$ cat config.mk
export PLATFORM = sky130hd
export DESIGN_NAME = ext_bus_pins
export DESIGN_NICKNAME = d
export VERILOG_FILES = /design/src/rtl/ext_bus_pkg.sv /design/src/rtl/lane_if.sv /design/src/rtl/lane_mapper.sv /design/src/rtl/ext_bus_pins.sv
export SDC_FILE = /design/constraint.sdc
export NUM_CORES = 1
export LEC_CHECK = 0
export BUFFER_PORTS_ARGS = -buffer_cell sky130_fd_sc_hd__buf_2
export CORE_MARGIN = 8
export CORE_UTILIZATION = 53
export CTS_CLUSTER_DIAMETER = 80
export CTS_CLUSTER_SIZE = 20
export DETAILED_ROUTE_END_ITERATION = 8
export HOLD_SLACK_MARGIN = 0.06
export PLACE_DENSITY = 0.76
export SYNTH_ARGS = -nofsm -noshare
export SYNTH_HDL_FRONTEND = slang
export SYNTH_SLANG_ARGS = --single-unit
$ cat constraint.sdc
create_clock -name ref_clk_i -period 2.4 [get_ports ref_clk_i]
set_input_delay 0.24 -clock ref_clk_i [delete_from_list [all_inputs] [get_ports ref_clk_i]]
set_output_delay 0.24 -clock ref_clk_i [all_outputs]
set_load 0.03 [all_outputs]
$ cat src/rtl/ext_bus_pkg.sv
package ext_bus_pkg;
  localparam int DATA_W = 32;
  localparam int ADDR_W = 24;
  localparam int LANES = 4;
  localparam logic [1:0] WIDTH_8 = 2'h0;
  localparam logic [1:0] WIDTH_16 = 2'h1;
  localparam logic [1:0] WIDTH_32 = 2'h2;
  localparam int LANE_M1 = 3;
  localparam int LANE_M2 = 2;
  localparam logic [3:0] LANES_OFF = 4'hf;
  localparam logic [ADDR_W-1:0] ADDR_RESET = 24'h000000;
  localparam logic [DATA_W-1:0] DATA_RESET = 32'h00000000;
  localparam logic [1:0] HALF_FIRST = 2'h0;
  localparam logic [1:0] HALF_SECOND = 2'h1;
  localparam logic [1:0] SETTLE_CYCLES = 2'h2;
  typedef enum logic [2:0] {
    ST_IDLE = 3'h0,
    ST_ACCESS = 3'h1,
    ST_WAIT_RDY = 3'h3,
    ST_DONE = 3'h2,
    ST_RELEASED = 3'h4
  } bus_state_t;
endpackage

$ cat src/rtl/lane_if.sv
`timescale 1ns/100ps
`default_nettype none
interface lane_if;
  import ext_bus_pkg::*;
  logic [1:0] mem_width;
  logic [1:0] addr_low;
  logic [3:0] lane_mask;
  logic active;
  logic [3:0] pins;
  modport core (output mem_width, output addr_low, output lane_mask,
    output active, input pins);
  modport mapper (input mem_width, input addr_low, input lane_mask,
    input active, output pins);
endinterface
`default_nettype wire

$ cat src/rtl/lane_mapper.sv
`timescale 1ns/100ps
`default_nettype none
module lane_mapper
  import ext_bus_pkg::*;
(
  lane_if.mapper lm
);
  // -----------------------------------------------
  // lane pin decode, active low enables
  // -----------------------------------------------
  always_comb begin
    lm.pins = LANES_OFF;
    if (lm.active) begin
      lm.pins[1:0] = ~lm.lane_mask[1:0];
      lm.pins[LANE_M2] = ~lm.lane_mask[2];
      lm.pins[LANE_M1] = ~lm.lane_mask[3];
    end
    // address lane 3 runs for every access width below 32, lane 2 only at 8-bit
    if (lm.mem_width != WIDTH_32) begin
      lm.pins[LANE_M1] = lm.addr_low[1];
    end
    if (lm.mem_width == WIDTH_8) begin
      lm.pins[LANE_M2] = lm.addr_low[0];
    end
  end
endmodule
`default_nettype wire

$ cat src/rtl/ext_bus_pins.sv
`timescale 1ns/100ps
`default_nettype none
// Notes on behaviour
// data is 32 bits both ways: driven on writes, sampled on reads
// address is 24-bit output only, may float
// read/write line high for reads, low for writes
// separate peripheral strobe for peripheral space accesses
// bank0 lane 3 is enable 3 at 32-bit, else address bit minus one
// bank0 lane 2 is enable 2 at 32-bit, address minus two at 8-bit
// bank1 lanes 3 and 2 reused exactly as bank0
// lanes 1 and 0 are always byte enables
// transaction ends only after ready is seen low
// low release request: finish, float bus, hold off until high
// release inhibit bit set: release request ignored
// float rules for float-all, release and reset per line group
// release ack low once floated, high on request high or inhibit
// program width low: one 32-bit fetch; high: two 16-bit fetches
// only enables of lanes actually moved are asserted
module ext_bus_pins
  import ext_bus_pkg::*;
(
  input wire logic ref_clk_i,
  input wire logic reset_n_i,
  input wire logic req_valid_i,
  input wire logic req_write_i,
  input wire logic req_io_i,
  input wire logic req_bank_i,
  input wire logic req_fetch_i,
  input wire logic [ADDR_W+1:0] req_addr_i,
  input wire logic [3:0] req_lanes_i,
  input wire logic [DATA_W-1:0] req_wdata_i,
  input wire logic [1:0] bank0_width_i,
  input wire logic [1:0] bank1_width_i,
  input wire logic release_inhibit_bit_i,
  input wire logic float_all_mode_i,
  input wire logic program_width_select_i,
  input wire logic ready_n_i,
  input wire logic bus_release_req_n_i,
  input wire logic [DATA_W-1:0] bus_data_lines_i,
  output logic req_ready_o,
  output logic resp_valid_o,
  output logic [DATA_W-1:0] resp_rdata_o,
  output logic [DATA_W-1:0] bus_data_lines_o,
  output logic bus_data_lines_oe_o,
  output logic [ADDR_W-1:0] bus_address_lines_o,
  output logic bus_address_lines_oe_o,
  output logic read_write_o,
  output logic read_write_oe_o,
  output logic peripheral_io_strobe_n_o,
  output logic [3:0] bank0_lanes_o,
  output logic [3:0] bank1_lanes_o,
  output logic strobes_oe_o,
  output logic bus_release_ack_n_o
);
  // -----------------------------------------------
  // pin synchronisers
  // -----------------------------------------------
  logic [1:0] rdy_s, hold_s, program_width_select_s;
  logic [DATA_W-1:0] din_s1, din_s2;
  always_ff @(posedge ref_clk_i or negedge reset_n_i) begin
    if (!reset_n_i) begin
      rdy_s <= 2'h3;
      hold_s <= 2'h3;
      program_width_select_s <= 2'h0;
      din_s1 <= DATA_RESET;
      din_s2 <= DATA_RESET;
    end else begin
      rdy_s <= {rdy_s[0], ready_n_i};
      hold_s <= {hold_s[0], bus_release_req_n_i};
      program_width_select_s <= {program_width_select_s[0], program_width_select_i};
      din_s1 <= bus_data_lines_i;
      din_s2 <= din_s1;
    end
  end
  wire logic rdy_ok = ~rdy_s[1];
  wire logic rel_req = ~hold_s[1] & ~release_inhibit_bit_i;
  wire logic split = req_fetch_i & program_width_select_s[1];

  // -----------------------------------------------
  // bus sequencer
  // -----------------------------------------------
  bus_state_t state, next_state;
  logic [ADDR_W+1:0] addr, next_addr;
  logic [3:0] lanes, next_lanes;
  logic wr, next_wr, io, next_io, bank, next_bank, two, next_two;
  logic [1:0] half, next_half;
  logic [1:0] settle, next_settle;
  logic [DATA_W-1:0] wdata, next_wdata, rdata, next_rdata;
  logic ack_n, next_ack_n, rv, next_rv;
  always_comb begin
    next_state = state;
    next_addr = addr;
    next_lanes = lanes;
    next_wr = wr;
    next_io = io;
    next_bank = bank;
    next_two = two;
    next_half = half;
    next_settle = settle;
    next_wdata = wdata;
    next_rdata = rdata;
    next_ack_n = ack_n;
    next_rv = 1'b0;
    unique case (state)
      ST_IDLE: begin
        if (rel_req) begin
          next_state = ST_RELEASED;
        end else if (req_valid_i) begin
          next_state = ST_ACCESS;
          next_addr = req_addr_i;
          next_lanes = req_lanes_i;
          next_wr = req_write_i;
          next_io = req_io_i;
          next_bank = req_bank_i;
          next_two = split;
          next_half = HALF_FIRST;
          next_wdata = req_wdata_i;
        end
      end
      ST_ACCESS: begin
        next_settle = 2'h0;
        next_state = ST_WAIT_RDY;
      end
      ST_WAIT_RDY: begin
        // synced ready and data lag the pins: early samples are stale
        if (settle != SETTLE_CYCLES) begin
          next_settle = settle + 2'h1;
        end else if (rdy_ok) begin
          if (!wr) begin
            if (two && half == HALF_SECOND) begin
              next_rdata = {din_s2[15:0], rdata[15:0]};
            end else begin
              next_rdata = din_s2;
            end
          end
          if (two && half == HALF_FIRST) begin
            next_half = HALF_SECOND;
            // byte address, so the next halfword is two bytes on
            next_addr = addr + 26'h2;
            next_wdata = {16'h0000, wdata[31:16]};
            next_state = ST_ACCESS;
          end else begin
            next_state = ST_DONE;
          end
        end
      end
      ST_DONE: begin
        next_rv = 1'b1;
        next_state = ST_IDLE;
      end
      ST_RELEASED: begin
        next_ack_n = 1'b0;
        if (!rel_req) begin
          next_ack_n = 1'b1;
          next_state = ST_IDLE;
        end
      end
      default: next_state = ST_IDLE;
    endcase
  end
  always_ff @(posedge ref_clk_i or negedge reset_n_i) begin
    if (!reset_n_i) begin
      state <= ST_IDLE;
      addr <= 26'h0000000;
      lanes <= 4'h0;
      wr <= 1'b0;
      io <= 1'b0;
      bank <= 1'b0;
      two <= 1'b0;
      half <= HALF_FIRST;
      settle <= 2'h0;
      wdata <= DATA_RESET;
      rdata <= DATA_RESET;
      ack_n <= 1'b1;
      rv <= 1'b0;
    end else begin
      state <= next_state;
      addr <= next_addr;
      lanes <= next_lanes;
      wr <= next_wr;
      io <= next_io;
      bank <= next_bank;
      two <= next_two;
      half <= next_half;
      settle <= next_settle;
      wdata <= next_wdata;
      rdata <= next_rdata;
      ack_n <= next_ack_n;
      rv <= next_rv;
    end
  end

  // -----------------------------------------------
  // lane mapping, one mapper per bank
  // -----------------------------------------------
  lane_if b0 ();
  lane_if b1 ();
  wire logic busy = (state == ST_ACCESS) || (state == ST_WAIT_RDY);
  // address low bits follow every access, strobes only the selected bank
  assign b0.mem_width = bank0_width_i;
  assign b0.addr_low = addr[1:0];
  assign b0.lane_mask = lanes;
  assign b0.active = busy & ~io & ~bank;
  assign b1.mem_width = bank1_width_i;
  assign b1.addr_low = addr[1:0];
  assign b1.lane_mask = lanes;
  assign b1.active = busy & ~io & bank;
  lane_mapper u_map0 (.lm(b0));
  lane_mapper u_map1 (.lm(b1));

  // -----------------------------------------------
  // registered pins and float control
  // -----------------------------------------------
  wire logic released = (state == ST_RELEASED);
  always_ff @(posedge ref_clk_i or negedge reset_n_i) begin
    if (!reset_n_i) begin
      bus_data_lines_o <= DATA_RESET;
      bus_data_lines_oe_o <= 1'b0;
      bus_address_lines_o <= ADDR_RESET;
      bus_address_lines_oe_o <= 1'b0;
      read_write_o <= 1'b1;
      read_write_oe_o <= 1'b0;
      peripheral_io_strobe_n_o <= 1'b1;
      bank0_lanes_o <= LANES_OFF;
      bank1_lanes_o <= LANES_OFF;
      strobes_oe_o <= 1'b1;
      req_ready_o <= 1'b0;
      resp_valid_o <= 1'b0;
      resp_rdata_o <= DATA_RESET;
      bus_release_ack_n_o <= 1'b1;
    end else begin
      bus_data_lines_o <= wdata;
      bus_data_lines_oe_o <= busy & wr & ~float_all_mode_i & ~released;
      bus_address_lines_o <= addr[ADDR_W+1:2];
      bus_address_lines_oe_o <= ~float_all_mode_i & ~released;
      read_write_o <= ~(busy & wr);
      read_write_oe_o <= ~released;
      peripheral_io_strobe_n_o <= ~(busy & io);
      bank0_lanes_o <= b0.pins;
      bank1_lanes_o <= b1.pins;
      strobes_oe_o <= ~float_all_mode_i & ~released;
      req_ready_o <= (next_state == ST_IDLE) & ~rel_req;
      resp_valid_o <= rv;
      resp_rdata_o <= rdata;
      bus_release_ack_n_o <= ack_n;
    end
  end

  // -----------------------------------------------
  // checks
  // -----------------------------------------------
  a_ack_floats: assert property (@(posedge ref_clk_i) disable iff (!reset_n_i)
    !bus_release_ack_n_o |-> !bus_address_lines_oe_o && !strobes_oe_o)
    else $error("ack low with bus driven");
  a_ready_gates_end: assert property (@(posedge ref_clk_i)
    disable iff (!reset_n_i)
    state == ST_WAIT_RDY && !rdy_ok |=> state == ST_WAIT_RDY)
    else $error("transaction ended without ready");
  a_release_float: assert property (@(posedge ref_clk_i)
    disable iff (!reset_n_i)
    released |=> !read_write_oe_o && !bus_data_lines_oe_o)
    else $error("bus driven while released");
  a_inhibit_ack: assert property (@(posedge ref_clk_i)
    disable iff (!reset_n_i)
    release_inhibit_bit_i && state == ST_IDLE |=> state != ST_RELEASED)
    else $error("release taken while inhibited");
  a_rw_write: assert property (@(posedge ref_clk_i) disable iff (!reset_n_i)
    busy && wr |=> !read_write_o)
    else $error("write without low read/write");
  a_io_strobe: assert property (@(posedge ref_clk_i) disable iff (!reset_n_i)
    busy && io |=> !peripheral_io_strobe_n_o && bank0_lanes_o[1:0] == 2'h3)
    else $error("peripheral strobe wrong");
  a_low_lanes: assert property (@(posedge ref_clk_i) disable iff (!reset_n_i)
    !busy |=> bank0_lanes_o[1:0] == 2'h3 && bank1_lanes_o[1:0] == 2'h3)
    else $error("lane enable outside access");
  a_split_fetch: assert property (@(posedge ref_clk_i)
    disable iff (!reset_n_i)
    state == ST_WAIT_RDY && rdy_ok && settle == SETTLE_CYCLES && two &&
    half == HALF_FIRST
    |=> state == ST_ACCESS ##1 state == ST_WAIT_RDY)
    else $error("second half fetch missing");
endmodule
`default_nettype wire

---- Word level (Yosys, flattened, before mapping) ----
Cells that the tools add are included.
storage, ports and cells
  flip-flop bits (word level) ............. 282
  bits of input ports ..................... 110
  word-level logic and storage cells ...... 127
cells by class
  add/sub/neg operators ................... 2
  eq/ne operators ......................... 14
  multiplexer cells ....................... 36
  bitwise operators ....................... 27
  reductions and logical operators ........ 15
operators with widths
  kind                                                  count
  2-to-1 mux 32 bit                                     6
  2-to-1 mux 26 bit                                     5
  one-hot mux 32 bit (2 select lines)                   1
  one-hot mux 26 bit (2 select lines)                   1
  adder 26 x 2 -> 26 bit (second input constant)        1
  != test 2 bit (second input constant)                 9
  2-to-1 mux 3 bit                                      5
  NOT 1 bit                                             15
  2-to-1 mux 2 bit                                      7
  one-hot mux 3 bit (4 select lines)                    1
  AND 1 bit                                             11
  2-to-1 mux 4 bit                                      2
  one-hot mux 2 bit (2 select lines)                    2
  equality test 3 x 2 -> 1 bit (second input constant)  2
  logical NOT 2 bit                                     3
  logical NOT 3 bit                                     2
  2-to-1 mux 1 bit                                      6
  AND reduction 6 bit                                   1
  AND reduction 5 bit                                   1
  AND reduction 4 bit                                   1
  nonzero test 2 bit                                    2
  equality test 3 x 1 -> 1 bit (second input constant)  1
  equality test 3 bit (second input constant)           1
  AND reduction 3 bit                                   1
  other kinds (6)                                       7

---- Depth between registers and ports, before layout ----
Gate-level depths: netlist of the first run.
  depth after elaboration ................. 8
  gate-level depth with buffers ........... 9
  gate-level depth less buffers ........... 7

---- Modules after synthesis ----
Synthesis of the first run repeated with hierarchy kept, for this count alone.
unflattened totals
  cell total of the unflattened synthesis .. 667
  area total of the unflattened synthesis .. 9385.3 um^2
modules (own cells, without submodules)
  module        instances  cells each  area each (um^2)
  ext_bus_pins  1          653         9270.1
  lane_mapper   2          7           57.6

---- Least setup slack after synthesis of the first run ----
No wires, ideal clock.
  path type ............................... register to register
  start ................................... reg settle[0]
  end ..................................... reg rdata[10]
  library setup time ...................... 125 ps
  data arrival time ....................... 1675 ps
  required time ........................... 2275 ps
  path slack .............................. 600 ps
  cell stages (with the launch flop) ...... 9
  cell sequence ........................... dfrtp_1 -> inv_1 -> ha_1 -> and2b_1 -> nand3b_4 -> nand2b_4 -> buf_6 -> buf_6 -> mux2_4
on the way
  longest elaborated chain between the ends .. 3
ends and longest elaborated chain
  element                               line                 source
  start: declaration                    ext_bus_pins.sv:87   logic [1:0] settle, next_settle;
  start signal: assignment              ext_bus_pins.sv:185  settle <= next_settle;
  != test 2 bit                         ext_bus_pins.sv:126  if (settle != SETTLE_CYCLES) begin
  NOT 1 bit (no source line)            -
  AND reduction 5 bit (no source line)  -
  end signal: assignment                ext_bus_pins.sv:187  rdata <= next_rdata;
  end: declaration                      ext_bus_pins.sv:88   logic [DATA_W-1:0] wdata, next_wdata, rdata, next_rdata;
Every way passes these cells.
A chain may end at the register's enable or synchronous reset.

---- Worst setup path after layout of the first run ----
  start ................................... in release_inhibit_bit_i
  end ..................................... reg wdata[22]
on the way
  longest elaborated chain between the ends .. 4
ends and longest elaborated chain
  element                               line                 source
  start: declaration                    ext_bus_pins.sv:34   input wire logic release_inhibit_bit_i,
  NOT 1 bit                             ext_bus_pins.sv:76   wire logic rel_req = ~hold_s[1] & ~release_inhibit_bit_i;
  AND 1 bit                             ext_bus_pins.sv:76
  != test 2 bit (no source line)        -
  AND reduction 6 bit (no source line)  -
  end signal: assignment                ext_bus_pins.sv:186  wdata <= next_wdata;
  end: declaration                      ext_bus_pins.sv:88
Every way passes these cells.

==> results of run 1 <==
## worst reg2reg max path, delay by kind of cell, from the launching register on
family / cells / cell delay (ns)
buffers and inverters: 3 / 0.53
AND/OR/NAND/NOR: 1 / 0.41
AO/OA/AOI/OAI: 2 / 0.47
flip-flops: 1 / 0.38
adder cells (fa/ha/maj): 1 / 0.23
## layer usage
metal	wire, µm	GRT usage [%]	part of all wire (%)
met5	0	0	0
met4	637	6.60	2.6
met3	1750	5.17	7.2
met2	12100	36.3	50
met1	9810	27.5	40
## stage by stage
| stage | std cells | worst slack (ns) | power (mW) | cell area (µm²) | hold WS, ns |
|---|---|---|---|---|---|
| 2_1_floorplan | 678 | 0.600 | 10.5 | 9500 | -0.0556 |
| 3_3_place_gp | 1111 | 0.375 | 12.1 | 10900 | 0.217 |
| 3_5_place_dp | 1111 | 0.344 | 12.3 | 10900 | 0.217 |
| 4_1_cts | 1236 | 0.297 | 15.5 | 12400 | 0.0611 |
| 5_1_grt | 1240 | 0.0964 | 16.2 | 12400 | 0.0647 |
| 6_report | 1240 | 0.254 | 15.4 | 12400 | 0.0703 |
## kinds of logic after synthesis
family                   count (synthesis)  share of synthesized area (%)
AND/OR/NAND/NOR                        198                           10.2
adder cells (fa/ha/maj)                  2                          0.263
multiplexers                            33                           4.08
buffers and inverters                   36                           2.21
AO/OA/AOI/OAI                          128                           8.98
flip-flops                             281                           74.2
## layout make-up
class | count | area, µm² | share of cell area [%]
antenna | 4 | 10.0 | 0.0810
clock buffer | 30 | 517 | 4.18
clock inverter | 1 | 20.0 | 0.162
inverter | 6 | 22.5 | 0.182
multi-input combinational | 361 | 2240 | 18.2
sequential | 281 | 7050 | 57.0
tap | 229 | 287 | 2.32
timing repair buffer | 328 | 2210 | 17.9
## registers in the layout, summed over array words and instances, names as in the netlist, 2 cells and up
signal and cells:
din_s2 32, bus_data_lines_o 32, wdata 32, state 3
rdy_s 2, din_s1 32, b0.lane_mask 4, resp_rdata_o 32
settle 2, bank0_lanes_o 4, bank1_lanes_o 4, rdata 32
bus_address_lines_o 24, hold_s 2, addr 26, program_width_select_s 2
## timing repair
| item | in CTS | in global routing |
|---|---|---|
| hold endpoints to repair | 152 | 0 |
| hold buffers | 94 | 0 |
| buffers inserted | 0 | 0 |
| setup endpoints to repair | 0 | 0 |
## placed cells by master (no fill, tap or decap), types with 8 or more instances in the layout
cell type / n
mux2_4: 10
clkbuf_16: 19
nor2_1: 61
buf_2: 213
a22o_1: 17
dfrtp_1: 264
o21ai_0: 32
dfstp_2: 17
o22ai_1: 21
buf_4: 17
mux2i_1: 17
dlygate4sd3_1: 94
a21oi_1: 20
nand2_1: 71
clkbuf_1: 11
nor3_1: 8
nand3_1: 18
## power groups by stage
stage               clock, mW  sequential [mW]  combinational [mW]
floorplan                   0             8.81                1.74
global placement            0             7.43                4.69
CTS                      3.08             7.45                4.92
detailed placement          0             7.50                4.78
global route             3.25             7.67                5.26
finish                   3.01             7.49                4.91
## worst max-delay path by stage
stage               cells after the start  slack [ns]         to
finish                                  7        0.25  wdata[22]
global route                            7         0.1  wdata[25]
CTS                                     7        0.30  wdata[19]
detailed placement                      7        0.34  wdata[16]
global placement                        7        0.37  wdata[27]
floorplan                               8        0.60  rdata[10]
==> impl_metrics.yaml, run 1 <==
power_and_ir_drop:
  power_frac_seq_pct: 48.6
  switchingPower_mw: 5.84
  netSwitchingFraction_pct: 37.9
  p_int_mw: 9.57
  power.share.clock_pct: 19.5
  power_density_nw_per_um2: 1250
  vdd_drop_max_v: 0.00102
  power.leakage_nw: 6.05
  comb_power_share_pct: 31.9
hold_path:
  hold_path_class: "in2reg"
  min_to: "wdata[0]"
  hp-start: "req_wdata_i[0]"
  min_path_cells: 3
synth:
  ys_seq_area_share_pct: 74.2
  synth-edff-count: 0
  avgSynthCellArea_um2: 14.0
  synth_top_area_cell: "dfrtp_1"
  synth_seq_cells: 281
  ys_warn_count: 0
  syn_nets: 790
  syn_inst: 678
  synth_common_cells: "dfrtp_1 (264), nand2_1 (71), nor2_1 (61)"
  ys.flop_type: "dfrtp_1"
  synthMostInstantiatedCell: "dfrtp_1"
  async_flop_share_pct: 100
  synthTopCellsByArea: "dfrtp_1 (70%), dfstp_2 (4.7%), nand2_1 (2.8%), nor2_1 (2.4%), mux2i_1 (1.8%)"
  synth_top_area_share_pct: 69.5
  mappedNetlistArea_um2: 9500
  yosys.cell_types.count: 62
worst_setup_path:
  r2r-end: "wdata[25]"
  critical-path-max-stage-delay_ns: 0.54
  cp-end-kind: "flop"
  crit_arrival_ns: 2.57
  crit_family: "buffers and inverters"
  crit_type: "in2reg"
  critical_path.startpoint: "release_inhibit_bit_i"
  r2r_setup_slack_ns: 0.29
  reg2reg_from: "settle[0]"
  cp_max_fo: 17
  reg2reg_depth: 7
  cp_slowest_cell: "dlygate4sd3_1"
  cp_num_buf_inv: 3
  start_kind: "primary input"
  cp.required_ns: 2.83
  path_cells: "dlygate4sd3_1 -> buf_2 -> o21ai_0 -> o22ai_2 -> nand2_1 -> buf_4 -> a22o_1"
clock_network:
  clockBufferDepth: 3
  h-tree-depth: 1
  clkLatencyLatePin_ns: 0.49
  cts_tree: "yes"
  clock-sinks: 281
  cts_root_buf: "clkbuf_16"
  cts_made_buffers: 18
  path_clk_slew_ns: 0.09
  post_cts_resized: 0
cells_and_area:
  area_growth_pct: 30.1
  final_core_util_pct: 69.5
  fillers: 1174
  final_nets: 1108
  drive_above_1_share_pct: 30.2
global_routing:
  grt_pass1_vias: 7050
  grt_pass1_wl_um: 38300
  grt_use_total_pct: 21.7
  grt_max_degree: 70
  grt_overflow: 0
  antenna_found_initial: 4
routing:
  drtIter0Drc: 513
  post_drt_wl_per_cell_um: 19.6
  via_per_inst: 5.35
  firstDrtPassIters: 5
  num_vias: 6629
  antenna_left: 0
  finalWirelength_um: 24300
  drc_errors: 0
timing:
  fin_tns_setup_ns: 0
  hold_viol_final: 0
  fin_skew_ns: 0.0180
  worst_pin_slew_ns: 0.698
  fin_crit_sh_pct: 89.4
  maxSlewViolCount: 0
  rsz0062_at_grt: "no"
  max_freq_mhz: 466
  period_needed_ns: 2.15
  slew_headroom_pct: 53.1
  final-setup-viol-count: 0
floorplanning:
  coreArea_um2: 17800
  die_area_um2: 22500
  rows: 49
  start_util_pct: 53.4
  io_pins: 215
  die_w_um: 150
  die_y_um: 150
job:
  maxCapViolCount: 0
placement:
  hpwl_um: 15600
  place_congestion: 0.859
  numPortBuffers: 214
run_status:
  status: "complete, no violations"
Note: power is estimated with default switching activity, not from simulation.
==> inputs of run 2 (changes only) <==
- ABC_AREA: unset -> 1
- CORE_UTILIZATION: 53 -> 54
- SLEW_MARGIN: unset -> 40
==> run 2 against run 1 <==
Compared with the run above:
- synthesized cell count rose by 38%
- core utilization rose by 1.1 points
- global-route usage rose by 0.16 points
- setup slack improved by 0.18 ns
- non-clock buffer count fell by 6
- synthesized area rose by 3.7%
- critical path type is now reg2reg
==> impl_metrics.yaml, run 2 <==
floorplanning:
  rows: 49
  coreArea_um2: 18000
  die_y_um: 151
  start_util_pct: 54.9
  die_w_um: 151
  io_pins: 215
  die_area_um2: 22800
clock_network:
  post_cts_buffers: 0
  path_clk_slew_ns: 0.09
  h-tree-depth: 1
  clkLatencyLatePin_ns: 0.50
  cts_made_buffers: 18
  clock-sinks: 281
  cts_root_buf: "clkbuf_16"
  post_cts_resized: 0
  cts_tree: "yes"
  postCtsHoldBufs: 89
  clockBufferDepth: 3
synth:
  synthTopCellsByArea: "dfrtp_1 (67%), nand2_1 (10%), dfstp_2 (4.5%), nor2_1 (3.5%), inv_1 (2.9%)"
  ys_warn_count: 0
  synthMostInstantiatedCell: "nand2_1"
  synth_top_area_share_pct: 67.0
  avgSynthCellArea_um2: 10.6
  syn_nets: 1045
  mappedNetlistArea_um2: 9860
  synth_common_cells: "nand2_1 (274), dfrtp_1 (264), nor2_1 (91)"
  async_flop_share_pct: 100
  syn_inst: 933
  synth-edff-count: 0
  synth_top_area_cell: "dfrtp_1"
  ys_seq_area_share_pct: 71.6
  yosys.cell_types.count: 27
  synth_seq_cells: 281
  ys.flop_type: "dfrtp_1"
timing:
  fin_skew_ns: 0.0214
  rsz0062_at_grt: "no"
  hold_viol_final: 0
  fin_hold_ws_ns: 0.0698
  slew_headroom_pct: 60.7
  period_needed_ns: 1.96
  maxSlewViolCount: 0
  layout_setup_ws_ns: 0.437
  fin_tns_setup_ns: 0
  fin_crit_sh_pct: 81.8
  final-setup-viol-count: 0
  worst_pin_slew_ns: 0.589
  max_freq_mhz: 509
global_routing:
  grt_overflow: 0
  use_met2_pct: 35.9
  met1_usage_pct: 28.6
  grt_pass1_wl_um: 39300
  grt_use_total_pct: 21.8
  antenna_found_initial: 3
  grt_pass1_vias: 7532
  grt_max_degree: 81
  grtUsageMet3_pct: 4.81
  grt_busiest_layer: "met2"
worst_setup_path:
  r2r-end: "addr[25]"
  crit_path_end: "addr[25]"
  cp_max_fo: 7
  start_kind: "flop"
  cp-end-kind: "flop"
  critical_path.startpoint: "addr[1]"
  cp.required_ns: 2.78
  reg2reg_from: "addr[1]"
  crit_arrival_ns: 2.34
  r2r_setup_slack_ns: 0.44
  crit_type: "reg2reg"
  reg2reg_depth: 8
routing:
  post_drt_wl_per_cell_um: 16.7
  num_vias: 7406
  finalWirelength_um: 24800
  drc_errors: 0
  via_per_inst: 4.99
  drtIter0Drc: 500
  firstDrtPassIters: 5
  antenna_left: 0
power_and_ir_drop:
  p_int_mw: 9.32
  vdd_drop_max_v: 0.00108
  netSwitchingFraction_pct: 39.8
  power_frac_seq_pct: 46.9
  p_total_mw: 15.5
  power_density_nw_per_um2: 1220
  switchingPower_mw: 6.17
  power.share.clock_pct: 18.9
  comb_power_share_pct: 34.2
  power.leakage_nw: 6.44
placement:
  numPortBuffers: 214
  post_dp_cell_area_um2: 11300
  dp_cells: 1368
  pre_cts_slack_ns: 0.458
  hpwl_um: 16400
  place_congestion: 0.910
cells_and_area:
  layout_common_cells: "nand2_1 (274), dfrtp_1 (264), buf_2 (213), nor2_1 (91), dlygate4sd3_1 (89)"
  fin_area_um2: 12700
  final_nets: 1360
  area_growth_pct: 28.7
  drive_above_1_share_pct: 22.3
  final_core_util_pct: 70.6
  layout_commonest_cell: "nand2_1"
  fin_cells: 1484
run_status:
  status: "complete, no violations"
hold_path:
  hold_path_class: "in2reg"
job:
  maxCapViolCount: 0
-- run 2: cell count changes in the layout (fill, tap and decap cells not counted), sizes merged, moves of 17 or more --
cell | previous run | this run
nand2 | 71 | 274
inv | 7 | 77
o21ai | 34 | 72
nor2 | 62 | 94
nand3 | 19 | 41
o22ai | 22 | 0
a22o | 17 | 0
mux2i | 17 | 0
-- run 2: worst max-delay path, stage by stage (launching register included) --
cell	delay, ns
dfrtp_1	0.46
ha_1	0.24
nand3_1	0.13
nor2_1	0.38
nand3_1	0.16
nor2_1	0.21
nand3_1	0.10
nand3_1	0.10
nand2_1	0.06
-- run 2: cells by family after synthesis --
kind of cell	count (synthesis)	share of synthesized area, %
buf+inv	104	4.23
fa+ha+maj	2	0.254
simple gates	424	17.3
flops	281	71.6
compound gates	113	5.86
xor+xnor	9	0.800
-- run 2: final cells by class --
cell class | instances | area, µm²
antenna | 3 | 7.51
clock inverter | 2 | 32.5
sequential | 281 | 7050
inverter | 77 | 289
multi-input combinational | 548 | 2390
timing repair buffer | 322 | 2150
clock buffer | 22 | 475
tap | 229 | 287
fill | 1278 | 5280
-- run 2: power groups by stage --
stage                     registers, mW  clock network (mW)  logic [mW]
after floorplan                    8.61                   0        2.01
after global placement             7.27                   0        5.11
after detailed placement           7.31                   0        5.20
after CTS                          7.25                3.00        5.34
after global routing               7.44                3.17        5.82
final                              7.26                2.93        5.30
-- run 2: how the worst min path moves through the flow --
stage	from	to	slack (ns)	depth (start not counted)
CTS	req_addr_i[13]	addr[13]	0.06	5
global route	req_addr_i[13]	addr[13]	0.08	5
finish	req_addr_i[20]	addr[20]	0.07	5
floorplan	reset_n_i	addr[0]	-0.06	0
global placement	reset_n_i	bus_address_lines_oe_o	0.26	1
detailed placement	reset_n_i	b0.lane_mask[1]	0.27	1
-- run 2: metal layers --
layer / vias to the layer above / wire [µm]
met5: - / 13
met4: 2 / 669
met3: 55 / 1840
met2: 267 / 12100
met1: 3540 / 10200
li1: 3542 / -
==> inputs of run 3 (changes only) <==
- clock period: 2.4 -> 1.92 ns (I/O delays scaled with it)
==> run 3 against run 2 <==
Compared with the run above:
- count of clock-buffer cells in the layout increased by 8
- first-iteration DRC count increased by 4.6%
- die area unchanged
- global-route usage increased by 1.6 points
- non-clock buffer count increased by 22
==> impl_metrics.yaml, run 3 (synthesis gave the netlist of run 2 again) <==
timing:
  slew_headroom_pct: 64.2
  hold_viol_final: 0
  period_needed_ns: 1.77
  fin_tns_setup_ns: 0
  worst_pin_slew_ns: 0.538
  fin_hold_ws_ns: 0.0759
  maxSlewViolCount: 0
  final-setup-viol-count: 0
  fin_skew_ns: 0.0176
  max_freq_mhz: 565
  fin_crit_sh_pct: 92.2
  rsz0062_at_grt: "no"
power_and_ir_drop:
  netSwitchingFraction_pct: 40.0
  comb_power_share_pct: 34.8
  switchingPower_mw: 7.88
  power.leakage_nw: 6.56
  p_int_mw: 11.8
  power.share.clock_pct: 19.1
  vdd_drop_max_v: 0.00120
  power_frac_seq_pct: 46.0
  power_density_nw_per_um2: 1520
routing:
  finalWirelength_um: 26200
  drtIter0Drc: 523
  firstDrtPassIters: 5
  post_drt_wl_per_cell_um: 17.3
  dr_wl_met2_um: 13500
  wl_met1_um: 10200
  drc_errors: 0
  via_per_inst: 5.01
  routed.top_layer: "met4"
  num_vias: 7597
  antenna_left: 0
  met3WireLength_um: 1750
clock_network:
  cts_made_buffers: 18
  post_cts_buffers: 0
  clockBufferDepth: 3
  h-tree-depth: 1
  clock-sinks: 281
  clkLatencyLatePin_ns: 0.50
  cts_root_buf: "clkbuf_16"
  path_clk_slew_ns: 0.09
  cts_tree: "yes"
run_status:
  status: "complete, no violations"
job:
  maxCapViolCount: 0
floorplanning:
  coreArea_um2: 18000
  die_y_um: 151
  die_w_um: 151
  start_util_pct: 54.9
  die_area_um2: 22800
  rows: 49
  io_pins: 215
placement:
  post_dp_cell_area_um2: 11300
  place_congestion: 0.894
  hpwl_um: 16800
  numPortBuffers: 214
hold_path:
  hp-start: "req_wdata_i[10]"
  hold_path_class: "in2reg"
cells_and_area:
  final_nets: 1382
  drive_above_1_share_pct: 22.2
  fin_area_um2: 13000
  layout_common_cells: "nand2_1 (274), dfrtp_1 (264), buf_2 (213), dlygate4sd3_1 (107), nor2_1 (88)"
  area_growth_pct: 31.5
  fillers: 1266
  layout_commonest_cell: "nand2_1"
worst_setup_path:
  start_kind: "flop"
  cp_slowest_cell: "dfrtp_1"
  crit_arrival_ns: 2.16
  reg2reg_from: "addr[2]"
  crit_family: "simple AND/OR/NAND/NOR gates"
  cp_max_fo: 5
  critical-path-max-stage-delay_ns: 0.41
  cp.required_ns: 2.31
  crit_type: "reg2reg"
  cp_num_buf_inv: 0
  critical_path.startpoint: "addr[2]"
  cp-end-kind: "flop"
  cp_common_cell: "nand3_1"
  path_cells: "ha_1 -> nand3_1 -> nor2_2 -> nand3_1 -> nor2_1 -> nand3_1 -> nand3_1 -> nand2_1"
global_routing:
  grt_use_total_pct: 23.4
  grt_max_degree: 69
  grt_overflow: 0
  antenna_found_initial: 2
  grt_pass1_wl_um: 41900
  grt_pass1_vias: 7964
-- run 3: cell types whose count changed in the layout (fill, tap and decap cells not counted), sizes merged --
cell and delta:
dlygate4sd3 +18, clkbuf +8, buf +4, diode +1
-- run 3: metal layers --
| metal | up-vias | GRT usage, % |
|---|---|---|
| li1 | 3595 | - |
| met1 | 3704 | 28.6 |
| met2 | 248 | 40.7 |
| met3 | 50 | 4.84 |
| met4 | 0 | 8.16 |
| met5 | - | 0 |
-- run 3: power groups by stage --
stage | logic, mW | clock network [mW] | registers (mW)
6_report | 6.86 | 3.77 | 9.08
5_1_grt | 7.53 | 4.09 | 9.28
4_1_cts | 6.87 | 3.83 | 9.03
3_5_place_dp | 6.67 | 0 | 9.12
3_3_place_gp | 6.53 | 0 | 9.06
2_1_floorplan | 2.52 | 0 | 10.8
-- run 3: final timing paths --
kind / to / slack, ns / cells past startpoint
max: addr[25] / 0.15 / 8
min: wdata[10] / 0.08 / 5
max reg2reg: addr[25] / 0.15 / 8
min reg2reg: din_s2[19] / 0.35 / 0
max in group asynchronous: hold_s[1] / 0.94 / 3
min in group asynchronous: read_write_oe_o / 0.25 / 2
-- run 3: cell type report --
| type | count | area (µm²) | share of cell area [%] |
|---|---|---|---|
| Inverter | 77 | 289 | 2.23 |
| Clock inverter | 2 | 36.3 | 0.280 |
| Sequential cell | 281 | 7050 | 54.4 |
| Clock buffer | 30 | 495 | 3.82 |
| Timing Repair Buffer | 344 | 2390 | 18.4 |
| Antenna cell | 4 | 10.0 | 0.0773 |
| Multi-Input combinational cell | 548 | 2400 | 18.5 |
| Tap cell | 229 | 287 | 2.21 |
-- run 3: timing repair --
item / CTS / global route
setup endpoints to repair: 0 / 8
gates resized for setup: 0 / 3
hold buffers: 107 / 0
hold endpoints to repair: 170 / 0
-- run 3: worst reg2reg max path, cell delays in order, from the launching register on --
cell     delay, ns
dfrtp_1       0.41
ha_1          0.23
nand3_1       0.15
nor2_2        0.24
nand3_1       0.14
nor2_1        0.21
nand3_1       0.11
nand3_1       0.10
nand2_1       0.07
-- run 3: through the flow --
step	worst slack (ns)	instances	utilization, %	power (mW)
floorplan	0.313	933	-	13.3
global placement	0.177	1372	63.1	15.6
detailed placement	0.104	1372	63.1	15.8
CTS	0.0530	1511	72.0	19.7
global route	0.00540	1513	72.1	20.9
finish	0.150	1515	72.1	19.7
